===== src/common/ipa_pkg.sv =====
// Package for the interrupt pending aggregator: register map, field layout, carrier types.
// Assumes a 32-bit APB slave with byte addresses relative to the block base.
package ipa_pkg;
  localparam logic [31:0] IPA_BLOCK_BASE = 32'h7E00_B000;
  localparam logic [11:0] IPA_OFS_BASIC_PEND = 12'h200;
  localparam logic [11:0] IPA_OFS_PEND_LOW = 12'h204;
  localparam logic [11:0] IPA_OFS_PEND_HIGH = 12'h208;
  localparam logic [11:0] IPA_OFS_FIQ_ROUTE = 12'h20C;
  localparam logic [11:0] IPA_OFS_EN_SET_LOW = 12'h210;
  localparam logic [11:0] IPA_OFS_EN_SET_HIGH = 12'h214;
  localparam logic [11:0] IPA_OFS_EN_SET_BASIC = 12'h218;
  localparam logic [11:0] IPA_OFS_EN_CLR_LOW = 12'h21C;
  localparam logic [11:0] IPA_OFS_EN_CLR_HIGH = 12'h220;
  localparam logic [11:0] IPA_OFS_EN_CLR_BASIC = 12'h224;
  localparam logic [11:0] IPA_OFS_CTRL1 = 12'h228;
  localparam logic [31:0] IPA_BASIC_PEND_RESET = 32'h0000_0000;
  localparam logic [31:0] IPA_ZERO32 = 32'h0000_0000;
  localparam logic [7:0] IPA_FIQ_RESET = 8'h00;
  localparam int IPA_FIQ_EN_BIT = 7;
  localparam int IPA_LOW_SUM_BIT = 8;
  localparam int IPA_HIGH_SUM_BIT = 9;
  localparam int IPA_MIRROR_LSB = 10;
  localparam int IPA_NUM_MIRROR = 11;
  localparam int IPA_CTRL1_HALT_SEL_BIT = 10;
  localparam int IPA_SRC_HALT0 = 4;
  localparam int IPA_SRC_HALT1 = 5;
  localparam logic [6:0] IPA_FIQ_LOCAL_BASE = 7'h40;
  localparam logic [6:0] IPA_FIQ_LOCAL_LAST = 7'h47;
  // Graphics sources mirrored into basic pending bits 10..20, ascending.
  localparam logic [63:0] IPA_MIRROR_MASK = 64'h43E0_0000_000C_0680;

  typedef struct packed {
    logic [11:0] paddr;
    logic psel;
    logic penable;
    logic pwrite;
    logic [31:0] pwdata;
  } ipa_apb_req_t;

  typedef struct packed {
    logic [31:0] prdata;
    logic pready;
    logic pslverr;
  } ipa_apb_rsp_t;

  typedef struct packed {
    logic [63:0] gpu_en;
    logic [7:0] local_en;
    logic [7:0] fiq_route;
    logic [31:0] ctrl1;
    logic [63:0] gpu_s1;
    logic [63:0] gpu_s2;
    logic [7:0] local_s1;
    logic [7:0] local_s2;
    logic [31:0] basic_pend;
    logic [31:0] pend_low;
    logic [31:0] pend_high;
    ipa_apb_rsp_t rsp;
    logic irq;
    logic fiq;
  } ipa_state_t;
endpackage


===== src/logic/ipa_aggregator.sv =====
// Interrupt pending aggregator: gathers 64 graphics lines and eight local lines into pending registers.
// Assumes an APB master on clk_sys and asynchronous interrupt lines, synchronised here.
//
// Register access over APB was chosen for this implementation.
`timescale 1ns/1ps

// Contract
// No vector; three pending registers instead.
// Two graphics pending registers, one bit each.
// Basic bits 8/9 summarise low/high graphics.
// Summaries exclude mirrored graphics sources.
// Bits 10-20 mirror eleven graphics sources.
// Bits 0-7 show the local sources.
// Control bit 10 swaps halt source.
// Basic pending read-only at 0x200, resets zero.
// One selectable fast route with enable.
// Software clears normal enable of fast source.
// No priority among sources.
// Software polls pending registers.
// Registers at 0x200 to 0x224 in words; the control word is also mapped, at 0x228.
// Software leaves unlisted graphics sources disabled.
// Interrupts are level sensitive.
// Write one to set register enables.
// Only enabled sources appear pending.
// Write one to clear register disables.
// Normal interrupt while anything enabled pends.
module ipa_aggregator
  import ipa_pkg::*;
(
  input wire logic clk_sys,
  input wire logic rst,
  input wire logic clk_en,
  input wire ipa_apb_req_t apb_req,
  output ipa_apb_rsp_t apb_rsp,
  input wire logic [63:0] gpu_irq_in,
  input wire logic [7:0] local_irq_in,
  output logic irq_out,
  output logic fiq_out
);

  ipa_state_t s_q;
  ipa_state_t s_d;

  logic [63:0] gpu_vis;
  logic [7:0] local_src;
  logic [7:0] local_vis;
  logic [31:0] basic_v;
  logic [10:0] mirror_v;
  logic fiq_sel;
  logic wr_acc;
  logic rd_acc;
  int k;

  // Returns true when an offset is one of the mapped words.
  function automatic logic ipa_mapped(input logic [11:0] a);
    ipa_mapped = (a >= IPA_OFS_BASIC_PEND) && (a <= IPA_OFS_CTRL1) && (a[1:0] == 2'b00);
  endfunction

  // ****************************************
  // Pending view
  // ****************************************
  always_comb begin
    local_src = s_q.local_s2;
    // The halt position can report core 1 so a fast handler sees either core.
    if (s_q.ctrl1[IPA_CTRL1_HALT_SEL_BIT]) begin
      local_src[IPA_SRC_HALT0] = s_q.local_s2[IPA_SRC_HALT1];
    end
    gpu_vis = s_q.gpu_s2 & s_q.gpu_en;
    local_vis = local_src & s_q.local_en;
    k = 0;
    mirror_v = '0;
    for (int i = 0; i < 64; i++) begin
      if (IPA_MIRROR_MASK[i]) begin
        mirror_v[k[3:0]] = gpu_vis[i];
        k = k + 1;
      end
    end
    basic_v = IPA_ZERO32;
    basic_v[7:0] = local_vis;
    basic_v[IPA_LOW_SUM_BIT] = |(gpu_vis[31:0] & ~IPA_MIRROR_MASK[31:0]);
    basic_v[IPA_HIGH_SUM_BIT] = |(gpu_vis[63:32] & ~IPA_MIRROR_MASK[63:32]);
    basic_v[IPA_MIRROR_LSB +: IPA_NUM_MIRROR] = mirror_v;
    // Fast route looks at the raw level, not the normal enable.
    if (s_q.fiq_route[6:0] < IPA_FIQ_LOCAL_BASE) begin
      fiq_sel = s_q.gpu_s2[s_q.fiq_route[5:0]];
    end else if (s_q.fiq_route[6:0] <= IPA_FIQ_LOCAL_LAST) begin
      fiq_sel = local_src[s_q.fiq_route[2:0]];
    end else begin
      fiq_sel = 1'b0;
    end
  end

  assign wr_acc = apb_req.psel && apb_req.penable && apb_req.pwrite;
  assign rd_acc = apb_req.psel && !apb_req.penable && !apb_req.pwrite;

  // ****************************************
  // State update
  // ****************************************
  always_comb begin
    s_d = s_q;
    if (clk_en) begin
      s_d.gpu_s1 = gpu_irq_in;
      s_d.gpu_s2 = s_q.gpu_s1;
      s_d.local_s1 = local_irq_in;
      s_d.local_s2 = s_q.local_s1;
      s_d.basic_pend = basic_v;
      s_d.pend_low = gpu_vis[31:0];
      s_d.pend_high = gpu_vis[63:32];
      s_d.irq = |gpu_vis || |local_vis;
      s_d.fiq = s_q.fiq_route[IPA_FIQ_EN_BIT] && fiq_sel;
      // Every access takes exactly one access cycle; pready is registered from the setup cycle, so it is high in the access cycle.
      s_d.rsp.pready = apb_req.psel && !apb_req.penable;
      s_d.rsp.pslverr = apb_req.psel && !apb_req.penable && !ipa_mapped(apb_req.paddr);
      if (rd_acc) begin
        unique case (apb_req.paddr)
          IPA_OFS_BASIC_PEND: s_d.rsp.prdata = s_q.basic_pend;
          IPA_OFS_PEND_LOW: s_d.rsp.prdata = s_q.pend_low;
          IPA_OFS_PEND_HIGH: s_d.rsp.prdata = s_q.pend_high;
          IPA_OFS_FIQ_ROUTE: s_d.rsp.prdata = {24'h00_0000, s_q.fiq_route};
          IPA_OFS_EN_SET_LOW, IPA_OFS_EN_CLR_LOW: s_d.rsp.prdata = s_q.gpu_en[31:0];
          IPA_OFS_EN_SET_HIGH, IPA_OFS_EN_CLR_HIGH: s_d.rsp.prdata = s_q.gpu_en[63:32];
          IPA_OFS_EN_SET_BASIC, IPA_OFS_EN_CLR_BASIC: s_d.rsp.prdata = {24'h00_0000, s_q.local_en};
          IPA_OFS_CTRL1: s_d.rsp.prdata = s_q.ctrl1;
          default: s_d.rsp.prdata = IPA_ZERO32;
        endcase
      end
      if (wr_acc) begin
        unique case (apb_req.paddr)
          IPA_OFS_FIQ_ROUTE: s_d.fiq_route = apb_req.pwdata[7:0];
          IPA_OFS_EN_SET_LOW: s_d.gpu_en[31:0] = s_q.gpu_en[31:0] | apb_req.pwdata;
          IPA_OFS_EN_SET_HIGH: s_d.gpu_en[63:32] = s_q.gpu_en[63:32] | apb_req.pwdata;
          IPA_OFS_EN_SET_BASIC: s_d.local_en = s_q.local_en | apb_req.pwdata[7:0];
          IPA_OFS_EN_CLR_LOW: s_d.gpu_en[31:0] = s_q.gpu_en[31:0] & ~apb_req.pwdata;
          IPA_OFS_EN_CLR_HIGH: s_d.gpu_en[63:32] = s_q.gpu_en[63:32] & ~apb_req.pwdata;
          IPA_OFS_EN_CLR_BASIC: s_d.local_en = s_q.local_en & ~apb_req.pwdata[7:0];
          IPA_OFS_CTRL1: s_d.ctrl1 = apb_req.pwdata;
          default: ;
        endcase
      end
    end
  end

  always_ff @(posedge clk_sys) begin
    if (rst) begin
      s_q <= '0;
      s_q.basic_pend <= IPA_BASIC_PEND_RESET;
      s_q.fiq_route <= IPA_FIQ_RESET;
    end else begin
      s_q <= s_d;
    end
  end

  assign apb_rsp = s_q.rsp;
  assign irq_out = s_q.irq;
  assign fiq_out = s_q.fiq;

  // ****************************************
  // Checks
  // ****************************************
  property p_basic_ro;
    @(posedge clk_sys) disable iff (rst)
      (clk_en && wr_acc && apb_req.paddr == IPA_OFS_BASIC_PEND) |=> (s_q.gpu_en == $past(s_q.gpu_en));
  endproperty
  a_basic_ro: assert property (p_basic_ro) else $error("basic pending write changed state");

  property p_set;
    @(posedge clk_sys) disable iff (rst)
      (clk_en && wr_acc && apb_req.paddr == IPA_OFS_EN_SET_LOW) |=>
        (s_q.gpu_en[31:0] == ($past(s_q.gpu_en[31:0]) | $past(apb_req.pwdata)));
  endproperty
  a_set: assert property (p_set) else $error("enable set wrong");

  property p_clr;
    @(posedge clk_sys) disable iff (rst)
      (clk_en && wr_acc && apb_req.paddr == IPA_OFS_EN_CLR_HIGH) |=>
        (s_q.gpu_en[63:32] == ($past(s_q.gpu_en[63:32]) & ~$past(apb_req.pwdata)));
  endproperty
  a_clr: assert property (p_clr) else $error("enable clear wrong");

  property p_masked;
    @(posedge clk_sys) disable iff (rst)
      clk_en |=> ((s_q.pend_low & ~$past(s_q.gpu_en[31:0])) == IPA_ZERO32);
  endproperty
  a_masked: assert property (p_masked) else $error("disabled source visible");

  property p_sum;
    @(posedge clk_sys) disable iff (rst)
      clk_en |=> (s_q.basic_pend[IPA_LOW_SUM_BIT] == |($past(gpu_vis[31:0]) & ~IPA_MIRROR_MASK[31:0]));
  endproperty
  a_sum: assert property (p_sum) else $error("low summary wrong");

  property p_mirror62;
    @(posedge clk_sys) disable iff (rst)
      clk_en |=> (s_q.basic_pend[20] == $past(gpu_vis[62]) && s_q.basic_pend[31:21] == 11'h000);
  endproperty
  a_mirror62: assert property (p_mirror62) else $error("mirror bit 20 wrong");

  // The level and the pending words load on the same edge, so they are compared in the same cycle.
  property p_irq;
    @(posedge clk_sys) disable iff (rst)
      clk_en |=> (irq_out == (|s_q.basic_pend[7:0] || |s_q.pend_low || |s_q.pend_high));
  endproperty
  a_irq: assert property (p_irq) else $error("irq mismatch");

  property p_fiq_off;
    @(posedge clk_sys) disable iff (rst)
      (clk_en && !s_q.fiq_route[IPA_FIQ_EN_BIT]) |=> !fiq_out;
  endproperty
  a_fiq_off: assert property (p_fiq_off) else $error("fiq without enable");

  property p_halt;
    @(posedge clk_sys) disable iff (rst)
      (clk_en && s_q.ctrl1[IPA_CTRL1_HALT_SEL_BIT] && s_q.local_en[IPA_SRC_HALT0]) |=>
        (s_q.basic_pend[IPA_SRC_HALT0] == $past(s_q.local_s2[IPA_SRC_HALT1]));
  endproperty
  a_halt: assert property (p_halt) else $error("halt swap wrong");

  // ****************************************
  // Further checks on views, enables and bus
  // ****************************************
  // The pending-word, local-view and halt checks repeat the datapath from the raw synchroniser stages, so a fault in the
  // shared pending view shows up in them even where the checks above agree with it.
  property p_sum_high;
    @(posedge clk_sys) disable iff (rst)
      clk_en |=> (s_q.basic_pend[IPA_HIGH_SUM_BIT] == |($past(gpu_vis[63:32]) & ~IPA_MIRROR_MASK[63:32]));
  endproperty
  a_sum_high: assert property (p_sum_high) else $error("high summary wrong");

  property p_masked_high;
    @(posedge clk_sys) disable iff (rst)
      clk_en |=> ((s_q.pend_high & ~$past(s_q.gpu_en[63:32])) == IPA_ZERO32);
  endproperty
  a_masked_high: assert property (p_masked_high) else $error("disabled high source visible");

  property p_masked_local;
    @(posedge clk_sys) disable iff (rst)
      clk_en |=> ((s_q.basic_pend[7:0] & ~$past(s_q.local_en)) == IPA_FIQ_RESET);
  endproperty
  a_masked_local: assert property (p_masked_local) else $error("disabled local source visible");

  property p_pend_low;
    @(posedge clk_sys) disable iff (rst)
      clk_en |=> (s_q.pend_low == $past(s_q.gpu_s2[31:0] & s_q.gpu_en[31:0]));
  endproperty
  a_pend_low: assert property (p_pend_low) else $error("low pending word wrong");

  property p_pend_high;
    @(posedge clk_sys) disable iff (rst)
      clk_en |=> (s_q.pend_high == $past(s_q.gpu_s2[63:32] & s_q.gpu_en[63:32]));
  endproperty
  a_pend_high: assert property (p_pend_high) else $error("high pending word wrong");

  property p_local_view;
    @(posedge clk_sys) disable iff (rst)
      (clk_en && !s_q.ctrl1[IPA_CTRL1_HALT_SEL_BIT]) |=>
        (s_q.basic_pend[7:0] == $past(s_q.local_s2 & s_q.local_en));
  endproperty
  a_local_view: assert property (p_local_view) else $error("local view wrong");

  property p_halt_plain;
    @(posedge clk_sys) disable iff (rst)
      (clk_en && !s_q.ctrl1[IPA_CTRL1_HALT_SEL_BIT]) |=>
        (s_q.basic_pend[IPA_SRC_HALT0] == $past(s_q.local_s2[IPA_SRC_HALT0] && s_q.local_en[IPA_SRC_HALT0]));
  endproperty
  a_halt_plain: assert property (p_halt_plain) else $error("halt without swap wrong");

  property p_set_high;
    @(posedge clk_sys) disable iff (rst)
      (clk_en && wr_acc && apb_req.paddr == IPA_OFS_EN_SET_HIGH) |=>
        (s_q.gpu_en[63:32] == ($past(s_q.gpu_en[63:32]) | $past(apb_req.pwdata)));
  endproperty
  a_set_high: assert property (p_set_high) else $error("high enable set wrong");

  property p_set_basic;
    @(posedge clk_sys) disable iff (rst)
      (clk_en && wr_acc && apb_req.paddr == IPA_OFS_EN_SET_BASIC) |=>
        (s_q.local_en == ($past(s_q.local_en) | $past(apb_req.pwdata[7:0])));
  endproperty
  a_set_basic: assert property (p_set_basic) else $error("local enable set wrong");

  property p_clr_low;
    @(posedge clk_sys) disable iff (rst)
      (clk_en && wr_acc && apb_req.paddr == IPA_OFS_EN_CLR_LOW) |=>
        (s_q.gpu_en[31:0] == ($past(s_q.gpu_en[31:0]) & ~$past(apb_req.pwdata)));
  endproperty
  a_clr_low: assert property (p_clr_low) else $error("low enable clear wrong");

  property p_clr_basic;
    @(posedge clk_sys) disable iff (rst)
      (clk_en && wr_acc && apb_req.paddr == IPA_OFS_EN_CLR_BASIC) |=>
        (s_q.local_en == ($past(s_q.local_en) & ~$past(apb_req.pwdata[7:0])));
  endproperty
  a_clr_basic: assert property (p_clr_basic) else $error("local enable clear wrong");

  // The fast route taps the synchronised level ahead of the normal enables.
  property p_fiq_gpu;
    @(posedge clk_sys) disable iff (rst)
      (clk_en && s_q.fiq_route[IPA_FIQ_EN_BIT] && s_q.fiq_route[6:0] < IPA_FIQ_LOCAL_BASE) |=>
        (fiq_out == $past(s_q.gpu_s2[s_q.fiq_route[5:0]]));
  endproperty
  a_fiq_gpu: assert property (p_fiq_gpu) else $error("fast route from graphics wrong");

  property p_level_on;
    @(posedge clk_sys) disable iff (rst)
      (clk_en && (|gpu_vis || |local_vis)) |=> irq_out;
  endproperty
  a_level_on: assert property (p_level_on) else $error("irq dropped while source pends");

  property p_level_off;
    @(posedge clk_sys) disable iff (rst)
      (clk_en && !(|gpu_vis || |local_vis)) |=> !irq_out;
  endproperty
  a_level_off: assert property (p_level_off) else $error("irq without pending source");

  property p_pready;
    @(posedge clk_sys) disable iff (rst)
      (clk_en && apb_req.psel && !apb_req.penable) |=> apb_rsp.pready;
  endproperty
  a_pready: assert property (p_pready) else $error("no ready in access cycle");

  property p_pready_one;
    @(posedge clk_sys) disable iff (rst)
      (clk_en && apb_rsp.pready && apb_req.penable) |=> !apb_rsp.pready;
  endproperty
  a_pready_one: assert property (p_pready_one) else $error("ready held too long");

  property p_err_unmapped;
    @(posedge clk_sys) disable iff (rst)
      (clk_en && apb_req.psel && !apb_req.penable && !ipa_mapped(apb_req.paddr)) |=> apb_rsp.pslverr;
  endproperty
  a_err_unmapped: assert property (p_err_unmapped) else $error("unmapped access not flagged");

  c_irq: cover property (@(posedge clk_sys) disable iff (rst) $rose(irq_out));
  c_fiq: cover property (@(posedge clk_sys) disable iff (rst) $rose(fiq_out));
  c_sum: cover property (@(posedge clk_sys) disable iff (rst) s_q.basic_pend[IPA_HIGH_SUM_BIT]);
  c_err: cover property (@(posedge clk_sys) disable iff (rst) apb_rsp.pslverr);
  c_swap: cover property (@(posedge clk_sys) disable iff (rst) s_q.ctrl1[IPA_CTRL1_HALT_SEL_BIT] && fiq_out);
endmodule


===== config.mk =====
export PLATFORM = sky130hd
export DESIGN_NAME = ipa_aggregator
export DESIGN_NICKNAME = d
export VERILOG_FILES = /design/src/common/ipa_pkg.sv /design/src/logic/ipa_aggregator.sv
export SDC_FILE = /design/constraint.sdc
export NUM_CORES = 1
export LEC_CHECK = 0
export BUFFER_PORTS_ARGS = -buffer_cell sky130_fd_sc_hd__buf_4
export CORE_MARGIN = 5
export CORE_UTILIZATION = 30
export CTS_BUF_LIST = sky130_fd_sc_hd__clkbuf_4
export CTS_CLUSTER_SIZE = 8
export DETAILED_ROUTE_END_ITERATION = 10
export GPL_TIMING_DRIVEN = 0
export SKIP_CTS_REPAIR_TIMING = 1
export SYNTH_ARGS = -nofsm -noshare
export SYNTH_HDL_FRONTEND = slang
export SYNTH_SLANG_ARGS = --single-unit

===== constraint.sdc =====
create_clock -name clk_sys -period 1.8 [get_ports clk_sys]
set_input_delay 0.18 -clock clk_sys [delete_from_list [all_inputs] [get_ports clk_sys]]
set_output_delay 0.18 -clock clk_sys [all_outputs]
set_load 0.02 [all_outputs]

# Yosys cells after proc, flatten, opt, wreduce, memory -nomap -nowiden
# Index checks and enable logic that the tools add are counted.
classes:
  addsub: 0
  n_mul: 0
  div_mod_pow: 0
  order_cmp: 6
  n_eq_ne: 11
  n_shift: 0
  n_mux: 11
  n_bitwise: 10
  reduce_logical: 29
op_table:
  columns: ["op", "count"]
  rows:
  - ["32-bit one-hot mux with 8 select lines", 1]
  - ["12-bit by 10-bit == test with 1-bit output (second input constant)", 11]
  - ["32-bit one-hot mux with 2 select lines", 2]
  - ["32-bit AND", 2]
  - ["64-bit AND", 1]
  - ["32-bit OR", 2]
  - ["64-bit OR reduction", 1]
  - ["32-bit NOT", 1]
  - ["27-bit OR reduction", 1]
  - ["26-bit OR reduction", 1]
  - ["8-bit AND", 2]
  - ["8-bit one-hot mux with 2 select lines", 1]
  - ["3-bit AND reduction", 5]
  - ["12-bit by 10-bit greater-or-equal comparator with 1-bit output (second input constant)", 1]
  - ["12-bit by 10-bit <= comparator with 1-bit output (second input constant)", 1]
  - ["1-bit logical AND", 8]
  - ["8-bit NOT", 1]
  - ["8-bit OR", 1]
  - ["8-bit OR reduction", 1]
  - ["7-bit <= comparator (second input constant)", 1]
  - ["6-bit by 7-bit less-than comparator with 1-bit output (second input constant)", 1]
  - ["7-bit less-than comparator (second input constant)", 1]
  - ["1-bit binary-select mux with 6-bit select", 1]
  - ["2-bit nonzero test", 3]
  - ["8 further kinds", 16]
totals:
  ff_bits: 377
  latchBits: 0
  mem_bits_rw: 0
  rom_bits: 0
  input_bits: 122
  out_inout_bits: 36
  word_cells: 84
  memories: 0

# Logic depth before layout (Yosys ltp)
# Gate-level depths: netlist of run 1.
logic_depth:
  word_depth: 6
  depth_mapped: 10
  depth_no_buf: 6

# Worst setup path before layout of run 1
# OpenSTA, ideal clock, no wires.
synth_path:
  path_kind: "flip-flop to flip-flop"
  start: "register s_q[308] in the netlist's numbering"
  end: "register s_q, in the netlist fiq_out"
  setup_ns: 0.125
  arrival_time_ns: 1.703
  slack_ns: -0.028
  path_stages_with_launch: 7
  cell_sequence: "dfxtp_1 clkbuf_1 buf_2 mux4_2 mux2_2 a41oi_1 nand3_1"
synth_between:
  elab_chain_cells: 5
  word_cells_on_any_way: 9
  cone_classes: "order compare (2); mux (6); reduce/logical (1)"
synth_lines:
  columns: ["item", "line", "rtl"]
  rows:
  - ["start, declared", "ipa_aggregator.sv:41", "ipa_state_t s_q;"]
  - ["parallel branches: the longest is 3 deep, another holds 1-bit binary-select mux with 6-bit select", null, null]
  - ["1-bit 2-to-1 mux *", "ipa_aggregator.sv:84", "if (s_q.fiq_route[6:0] < IPA_FIQ_LOCAL_BASE) begin"]
  - ["1-bit logical AND *", "ipa_aggregator.sv:110", "s_d.fiq = s_q.fiq_route[IPA_FIQ_EN_BIT] && fiq_sel;"]
# Mark *: on every way between the ends. The select of a mux whose other input is x is not followed.
# A chain may end at the register's enable or synchronous reset.

# Final worst setup path of run 1
layout_path:
  start: "register s_q[286] in the netlist's numbering"
  end: "register s_q, in the netlist fiq_out"
layout_between:
  elab_chain_cells: 6
layout_lines:
  columns: ["item", "line", "rtl"]
  rows:
  - ["1-bit 2-to-1 mux", "ipa_aggregator.sv:65", "if (s_q.ctrl1[IPA_CTRL1_HALT_SEL_BIT]) begin"]
  - ["1-bit binary-select mux with 3-bit select", "ipa_aggregator.sv:87", "fiq_sel = local_src[s_q.fiq_route[2:0]];"]
  - ["1-bit 2-to-1 mux (not written as such)", "ipa_aggregator.sv:87", null]
  - ["1-bit 2-to-1 mux", "ipa_aggregator.sv:86", "end else if (s_q.fiq_route[6:0] <= IPA_FIQ_LOCAL_LAST) begin"]
  - ["1-bit 2-to-1 mux", "ipa_aggregator.sv:84", null]
  - ["1-bit logical AND", "ipa_aggregator.sv:110", null]
# Every way passes these cells. The select of a mux whose other input is x is not followed.

==> metrics.txt, run 1 <==
vias in the first global route 14300; fraction of layout cells with a size suffix above 1 22.4%; post-route minimum period 1.86 ns; gr usage total 21.5%; Detailed Route WL 65.2 mm; initial antenna violation count 5; post-synth top area share 46.1%; Worst EP arrival 2.55 ns; outcome finished, violations left; DR pass1 iterations 9; Async SR Flop Fraction 0%; Synth Area in XOR/XNOR 0%; failing checks hold timing, setup timing; worst flop-to-flop path endpoint fiq_out; Reg2Reg Setup Slack -0.06 ns; die span in y 240 µm; largest area contributor in the netlist dfxtp_1; Register Area 0.00733 mm²; placed wire-length estimate 49.2 mm; mean number of vias per cell 5.39; clock-pin slew on the worst setup and hold paths 0.06 ns; largest net degree at the start of global routing 14; number of I/O port buffers 149; Commonest cells post-synth 366 x dfxtp_1, 201 x a21oi_1, 181 x mux2i_1, 171 x nor2_1, 107 x nand2_1; CP Launch Type register; final instance area 0.0203 mm²; reg-to-reg critical path startpoint s_q[286]; H-tree Lvls 3; PD cells 848 mW/mm²; worst hold-check path type input port to register; setup_tns -0.127 ns; fin cells 2797; CORE AREA 0.0526 mm²; Distinct cells, synth 60; Synth Instances 1686; net count after synthesis 1808; Fin Hold WS -0.0101 ns; Leak Pwr 7.82 nW; skew final 0.0547 ns; Final Hold Vio Count 2; Starting DRT DRC Count 1904; DR DRC count 0; Cells after DPL 2523; max cap viols 0; multiplexer share of the synthesized area 13.7%; Slew Limit Fails 0; initial core utilization 30.2%; Synth Warn # 0; unrepaired setup endpoints after global routing true; root buf cell clkbuf_4; count leader, synth dfxtp_1; row cnt 84; Die Wd 240 µm; final worst slack -0.0611 ns; Critical Path End fiq_out; post-synthesis simple-gate area fraction 15.6%; post-synthesis adder-cell area fraction 0%; final core occ 38.7%; compound-gate portion of the synthesized area 19.1%; Clock Path Buffers 3; CTS tree done; Rel. slew slack 34.7%; main combinational cell family by area after synthesis compound AO/OA/AOI/OAI gates; DIE AREA 0.0577 mm²; largest cells by area after synthesis dfxtp_1 46%, mux2i_1 11%, a21oi_1 6.3%; kind of critical path register to register; synthesized area 0.0159 mm²; CTS Buf Count 98; mean post-synth cell area 9.42 µm²; Skew-Pair Late Insertion Delay 0.82 ns; CTS sink count 366; I/O Pins 158; Final Net Count 2165; Post-synth EDFFs 0; area of the multi-input gates 0.00780 mm²; DR WL/cell 23.3 µm; register area share after synthesis 46.1%; Max rail drop VDD 419 µV; Vias 15100; period utilisation layout 103%; Area growth, synth to finish 28.0%; Post-DRT Antenna Nets 0; Worst Max-Slew Pin Slew 0.980 ns; fill count 5250; Top FF cell, synth dfxtp_1; Synth Register Bits 366; Worst Setup SP s_q[286]; GR Overflow Total 0; first-pass GRT wire length 93.3 mm; post-place setup slack -1.26 ns; fmax 537 MHz; Worst setup EP type register; routability cong. 0.990; placed instance area 0.0179 mm²; Worst Path Required 2.49 ns; r2r worst-path depth 5; critical path peak fanout 3; Finish-stage setup viols 4
-- kinds of logic after synthesis --
kind of cell | Yosys count
AOI/OAI and AO/OA | 438
buffers and inverters | 172
DFF | 366
muxes | 204
and+or+nand+nor | 506
-- per-stage QoR --
| stage | power, mW | hold WS (ns) |
|---|---|---|
| 2_1_floorplan | 9.15 | 0.273 |
| 3_3_place_gp | 9.74 | 0.405 |
| 3_5_place_dp | 9.77 | 0.410 |
| 4_1_cts | 17.2 | -0.520 |
| 5_1_grt | 18.0 | -0.0287 |
| 6_report | 17.2 | -0.0101 |
-- how the worst min path moves through the flow --
stage                startpoint        to  slack (ns)  depth (start not counted)
CTS                 apb_req[28]  register       -0.52                          2
detailed placement  apb_req[22]  register        0.41                          2
global route        apb_req[35]  register       -0.03                          4
global placement    apb_req[25]  register        0.40                          2
finish              apb_req[35]  register       -0.01                          4
floorplan            apb_req[8]  register        0.27                          1
-- per-layer routing --
metal | part of all wire (%) | wire [µm] | vias to the layer above | GRT usage (%)
met4 | 3.9 | 2560 | 2 | 9.35
met1 | 41 | 26900 | 7236 | 28.1
met3 | 9.5 | 6190 | 160 | 5.85
met2 | 45 | 29500 | 814 | 33.6
met5 | 0.020 | 13 | - | 0
li1 | - | - | 6865 | -
-- final cells by class --
class | count | share of cell area [%]
plain buffers | 170 | 4.36
multi-input cells | 1148 | 38.4
repair buffers | 259 | 10.9
clock buffers | 147 | 5.43
diodes | 3 | 0.0369
well taps | 688 | 4.23
clock inverters | 16 | 0.554
flip-flops and latches | 366 | 36.1
-- placed cells by master, fill, tap and decap left out, drive strengths merged, types with 12 or more instances in the layout --
master and instances:
dlygate4sd3 110, clkbuf 228, buf 238, a21oi 202, a222oi 35, nor2 173
mux2i 181, nand2 108, nand3 82, a211oi 74, dfxtp 366, a22oi 34
nand2b 78, a32o 12, o21ai 16, mux2 13, a21o 29, nor3 15
-- critical path: stages, from the launching register on --
cell and delay (ns):
dfxtp_4 0.40, mux2_4 0.34, mux4_2 0.45, mux2_4 0.29, a41oi_2 0.17, nand3_1 0.09
-- report_power, final --
group	switching (mW)	total [mW]	internal, mW
clock	3.47	7.42	3.96
sequential	0.199	8.46	8.26
combinational	0.741	1.36	0.623
total	4.41	17.2	12.8
No activity file was read; power rests on OpenSTA's default activity.
==> run 2, diff against run 1 <==
--- a/config.mk
+++ b/config.mk
@@ -12,6 +12,7 @@
 export CTS_CLUSTER_SIZE = 8
 export DETAILED_ROUTE_END_ITERATION = 10
 export GPL_TIMING_DRIVEN = 0
+export PLACE_DENSITY_LB_ADDON = 0.15
 export SKIP_CTS_REPAIR_TIMING = 1
 export SYNTH_ARGS = -nofsm -noshare
 export SYNTH_HDL_FRONTEND = slang
==> metrics.txt, run 2 (synthesis results as in run 1) <==
outcome finished, violations left; failing checks hold timing, setup timing; CP Launch Type input port; CP max stage delay 0.92 ns (+0.47 ns); kind of critical path input port to register; fmax 540 MHz (+0.54%); placed instance area 0.0179 mm² (unchanged); row cnt 84 (unchanged); Vias 14700 (-2.3%); clock-pin slew on the worst setup and hold paths 0.06 ns (about the same); Detailed Route WL 67.5 mm (+3.5%); final instance area 0.0206 mm² (+1.1%); stages on the worst setup path 7 (+2); Cells after DPL 2523 (unchanged); mean number of vias per cell 5.22 (-3.1%); CTS Buf Count 103 (+5.1%); Skew-Pair Late Insertion Delay 0.87 ns (+0.05 ns); hold path start apb_req[36]; Post-DRT Antenna Nets 0 (unchanged); Fin Hold WS -0.0886 ns (-0.0785 ns); GR Overflow Total 0 (unchanged); unrepaired setup endpoints after global routing true; fin cells 2821 (+0.86%); CORE AREA 0.0526 mm² (unchanged); Die Wd 240 µm (unchanged); post-route minimum period 1.85 ns (-0.00994 ns); first-pass GRT wire length 95.0 mm (+1.9%); Finish-stage setup viols 4 (unchanged); CTS tree done; critical path cell sequence buf_4, nor4b_4, nand2_2, nor4_1, a222oi_1, a21oi_1, a21o_1; WP buf/inv 1 (+1); H-tree Lvls 3 (unchanged); Clock Path Buffers 3 (unchanged); Final Hold Vio Count 2 (unchanged); commonest cells after routing, fill and taps aside 355 x dfxtp_1, 201 x a21oi_1, 192 x buf_4; DR WL/cell 23.9 µm (+2.6%); final worst slack -0.0512 ns (+0.00994 ns); I/O Pins 158 (unchanged); critical path peak fanout 8 (+5); placed wire-length estimate 50.8 mm (+3.2%); Reg2Reg Setup Slack -0.03 ns (+0.03 ns); largest net degree at the start of global routing 15 (+1); PD cells 871 mW/mm² (+2.7%); worst hold-check path type input port to register; routability cong. 0.956 (-3.4%); vias in the first global route 14100 (-1.4%); Worst setup EP type register; Starting DRT DRC Count 1411 (-26%); fraction of layout cells with a size suffix above 1 23.5% (+1.1 points); CTS sink count 366 (unchanged); Worst Path Required 2.57 ns (+0.08 ns); Worst EP arrival 2.62 ns (+0.07 ns); gr usage total 22.3% (+0.77 points); initial antenna violation count 2 (-3); r2r worst-path depth 5 (unchanged); root buf cell clkbuf_4; max cap viols 0 (unchanged); period utilisation layout 103% (-0.55 points); Max rail drop VDD 406 µV (-3.1%); Leak Pwr 7.94 nW (+1.5%); commonest non-fill, non-tap cell in the layout dfxtp_1; DIE AREA 0.0577 mm² (unchanged); worst flop-to-flop path endpoint fiq_out; number of I/O port buffers 149 (unchanged); die span in y 240 µm (unchanged); initial core utilization 30.2% (unchanged); DR pass1 iterations 8 (-1); skew final 0.0676 ns (+0.0129 ns); Worst Max-Slew Pin Slew 1.05 ns (+0.0711 ns); Hold Path Depth 4 (unchanged); Slew Limit Fails 0 (unchanged); Final Net Count 2172 (+0.32%); Rel. slew slack 29.3% (-5.4 points); CP delay by family, top simple AND/OR/NAND/NOR gates; CP max stage cell nor4_1; reg-to-reg critical path startpoint s_q[286]; DR DRC count 0 (unchanged); Area growth, synth to finish 29.4%
==> run 2: worst max-delay path by stage <==
stage | start | end
6_report | apb_req[41] | apb_rsp[2]
3_3_place_gp | apb_req[35] | apb_rsp[11]
4_1_cts | s_q[309] | fiq_out
2_1_floorplan | s_q[286] | fiq_out
3_5_place_dp | apb_req[35] | apb_rsp[10]
5_1_grt | s_q[312] | fiq_out
==> run 2: worst register-to-register path, stage by stage, from the launching register on <==
cell	delay, ns
dfxtp_4	0.39
mux2_4	0.34
mux4_2	0.45
mux2_4	0.29
a41oi_2	0.17
nand3_1	0.08
==> run 2: area by class of cell <==
type / count / area, µm²
multi-input combinational: 1148 / 7820
clock buffer: 166 / 1250
antenna: 1 / 2.50
fill: 5383 / 32000
buffer: 169 / 895
timing repair buffer: 262 / 2240
tap: 688 / 861
clock inverter: 21 / 139
sequential: 366 / 7350
==> run 2: power by group <==
group | switching [mW] | leakage, nW | internal (mW)
combinational | 0.742 | 4.14 | 0.625
sequential | 0.200 | 2.97 | 8.25
clock | 3.66 | 0.822 | 4.42
==> run 2: layer usage <==
metal	vias up	GRT usage, %	share of wire [%]
li1	6913	-	-
met1	7083	29.9	44
met2	627	35.6	46
met3	112	4.92	7.7
met4	2	7.96	2.7
met5	-	0	0.019
==> run 2: stage by stage <==
stage | total power, mW | setup TNS, ns | hold WS [ns] | setup WS [ns] | util (%)
global placement | 9.77 | -225.47 | 0.407 | -1.35 | 34.0
floorplan | 9.15 | 0 | 0.273 | 0.0361 | -
detailed placement | 9.80 | -226.56 | 0.411 | -1.33 | 34.0
CTS | 17.9 | -6.34 | -0.563 | -0.817 | 36.6
finish | 17.9 | -0.108 | -0.0886 | -0.0512 | 39.1
global route | 18.7 | -0.0869 | -0.135 | -0.0769 | 39.1
==> run 3, diff against run 2 <==
==> constraint.sdc (replaced) <==
create_clock -name clk_sys -period 1.5 [get_ports clk_sys]
set_input_delay 0.15 -clock clk_sys [delete_from_list [all_inputs] [get_ports clk_sys]]
set_output_delay 0.15 -clock clk_sys [all_outputs]
set_load 0.02 [all_outputs]
==> metrics.txt, run 3 (synthesis results as in run 1) <==
Cells after DPL 2523 (unchanged); Worst EP arrival 2.51 ns (-0.11 ns); Reg2Reg Setup Slack -0.30 ns (-0.27 ns); fraction of layout cells with a size suffix above 1 28.2% (+4.7 points); root buf cell clkbuf_4; unrepaired setup endpoints after global routing true; largest net degree at the start of global routing 14 (-1); reg-to-reg critical path startpoint s_q[286]; worst flop-to-flop path endpoint fiq_out; Leak Pwr 8.11 nW (+2.2%); I/O Pins 158 (unchanged); Worst Path Required 2.20 ns (-0.37 ns); Max rail drop VDD 442 µV (+8.7%); failing checks setup timing; mean number of vias per cell 5.31 (+1.6%); CP max stage delay 0.45 ns (-0.47 ns); fin cells 2815 (-0.21%); gr usage total 22.2% (-0.079 points); first-pass GRT wire length 94.5 mm (-0.55%); Final Net Count 2178 (+0.28%); Die Wd 240 µm (unchanged); CP delay by family, top multiplexers; WP buf/inv 0 (-1); DR pass1 iterations 7 (-1); CP Launch Type register; max cap viols 0 (unchanged); placed wire-length estimate 50.2 mm (-1.2%); worst hold-check path type input port to register; period utilisation layout 120%; Final Hold Vio Count 0 (-2); Finish-stage setup viols 19 (+15); H-tree Lvls 3 (unchanged); final worst slack -0.302 ns (-0.251 ns); fmax 555 MHz; Crit path top cell by count mux2_4; CTS tree done; DR DRC count 0 (unchanged); skew final 0.0799 ns (+0.0123 ns); Slew Limit Fails 0 (unchanged); kind of critical path register to register; critical path cell sequence mux2_4, mux4_2, mux2_4, a41oi_2, nand3_1; DR WL/cell 23.9 µm (-0.10%); DIE AREA 0.0577 mm² (unchanged); Area growth, synth to finish 32.8%; commonest non-fill, non-tap cell in the layout dfxtp_1; number of I/O port buffers 149 (unchanged); Rel. slew slack 24.1% (-5.2 points); Clock Path Buffers 3 (unchanged); hold path start rst; clock-pin slew on the worst setup and hold paths 0.07 ns (about the same); post-route minimum period 1.80 ns; initial core utilization 30.2% (unchanged); Detailed Route WL 67.3 mm (-0.32%); CTS Buf Count 103 (unchanged); critical path peak fanout 3 (-5); r2r worst-path depth 5 (unchanged); commonest cells after routing, fill and taps aside 308 x dfxtp_1, 180 x mux2i_1, 177 x a21oi_1; Worst Max-Slew Pin Slew 1.14 ns (+0.0875 ns); Skew-Pair Late Insertion Delay 0.85 ns (-0.02 ns); initial antenna violation count 3 (+1); PD cells 983 mW/mm² (+13%); die span in y 240 µm (unchanged); routability cong. 0.946 (-1.1%); outcome finished, violations left; CTS sink count 366 (unchanged); Worst setup EP type register; vias in the first global route 14000 (-0.62%); Hold Path Depth 5 (+1); CP max stage cell mux4_2; Vias 14900 (+1.4%); Starting DRT DRC Count 1402 (-0.64%); CORE AREA 0.0526 mm² (unchanged); Hold EP apb_rsp[8]; final core occ 40.1% (+1.0 points); GR Overflow Total 0 (unchanged); Post-DRT Antenna Nets 0 (unchanged); row cnt 84 (unchanged)
run 3: cell types whose count changed in the layout (fill, tap and decap cells not counted), sizes merged:
cell           delta
clkinvlp          -2
dlygate4sd3       +1
buf               +7
clkbuf           -19
clkinv            +7
clkdlybuf4s15     -1
bufinv            -1
inv               +2
run 3: how the worst max path moves through the flow:
stage          slack (ns)           to  cells past startpoint        start
3_5_place_dp        -1.48  apb_rsp[11]                      8  apb_req[35]
3_3_place_gp        -1.48  apb_rsp[11]                      8  apb_req[35]
4_1_cts             -1.06      fiq_out                      7     s_q[309]
6_report            -0.30      fiq_out                      5     s_q[286]
5_1_grt             -0.32      fiq_out                      5     s_q[286]
2_1_floorplan       -0.22     register                     10  apb_req[38]
run 3: area by class of cell:
type / count / area, µm²
clock buffers: 148 / 1110
fillers: 5369 / 31500
diodes: 1 / 2.50
well taps: 688 / 861
repair buffers: 293 / 2650
flip-flops and latches: 366 / 7410
plain buffers: 144 / 897
multi-input cells: 1148 / 8020
clock inverters: 27 / 131
run 3: power by group:
group | switching [mW] | total [mW] | leakage, nW | internal (mW)
combinational | 0.903 | 1.67 | 4.36 | 0.763
sequential | 0.239 | 10.1 | 3.00 | 9.91
clock | 4.27 | 8.92 | 0.751 | 4.65
run 3: per-layer routing:
| metal | track usage, % | vias up | part of all wire [%] |
|---|---|---|---|
| met5 | 0 | - | 0 |
| met4 | 8.20 | 0 | 3.2 |
| met3 | 5.77 | 125 | 8.9 |
| met2 | 35.1 | 724 | 46 |
| met1 | 29.4 | 7179 | 42 |
| li1 | - | 6911 | - |
run 3: through the flow:
step / instance area (µm²) / total power, mW / setup WS (ns) / TNS [ns] / hold WS [ns]
global route: 21100 / 21.7 / -0.319 / -2.70 / 0.00801
detailed placement: 18100 / 11.8 / -1.48 / -312.66 / 0.378
floorplan: 16100 / 11.0 / -0.216 / -22.54 / 0.239
CTS: 19300 / 20.8 / -1.06 / -34.49 / -0.565
finish: 21100 / 20.7 / -0.302 / -0.887 / 0.0246
global placement: 18100 / 11.7 / -1.48 / -309.57 / 0.376
run 3: worst register-to-register path: stages (launching register included):
cell     delay [ns]
dfxtp_4        0.37
mux2_4         0.31
mux4_2         0.45
mux2_4         0.29
a41oi_2        0.17
nand3_1        0.09
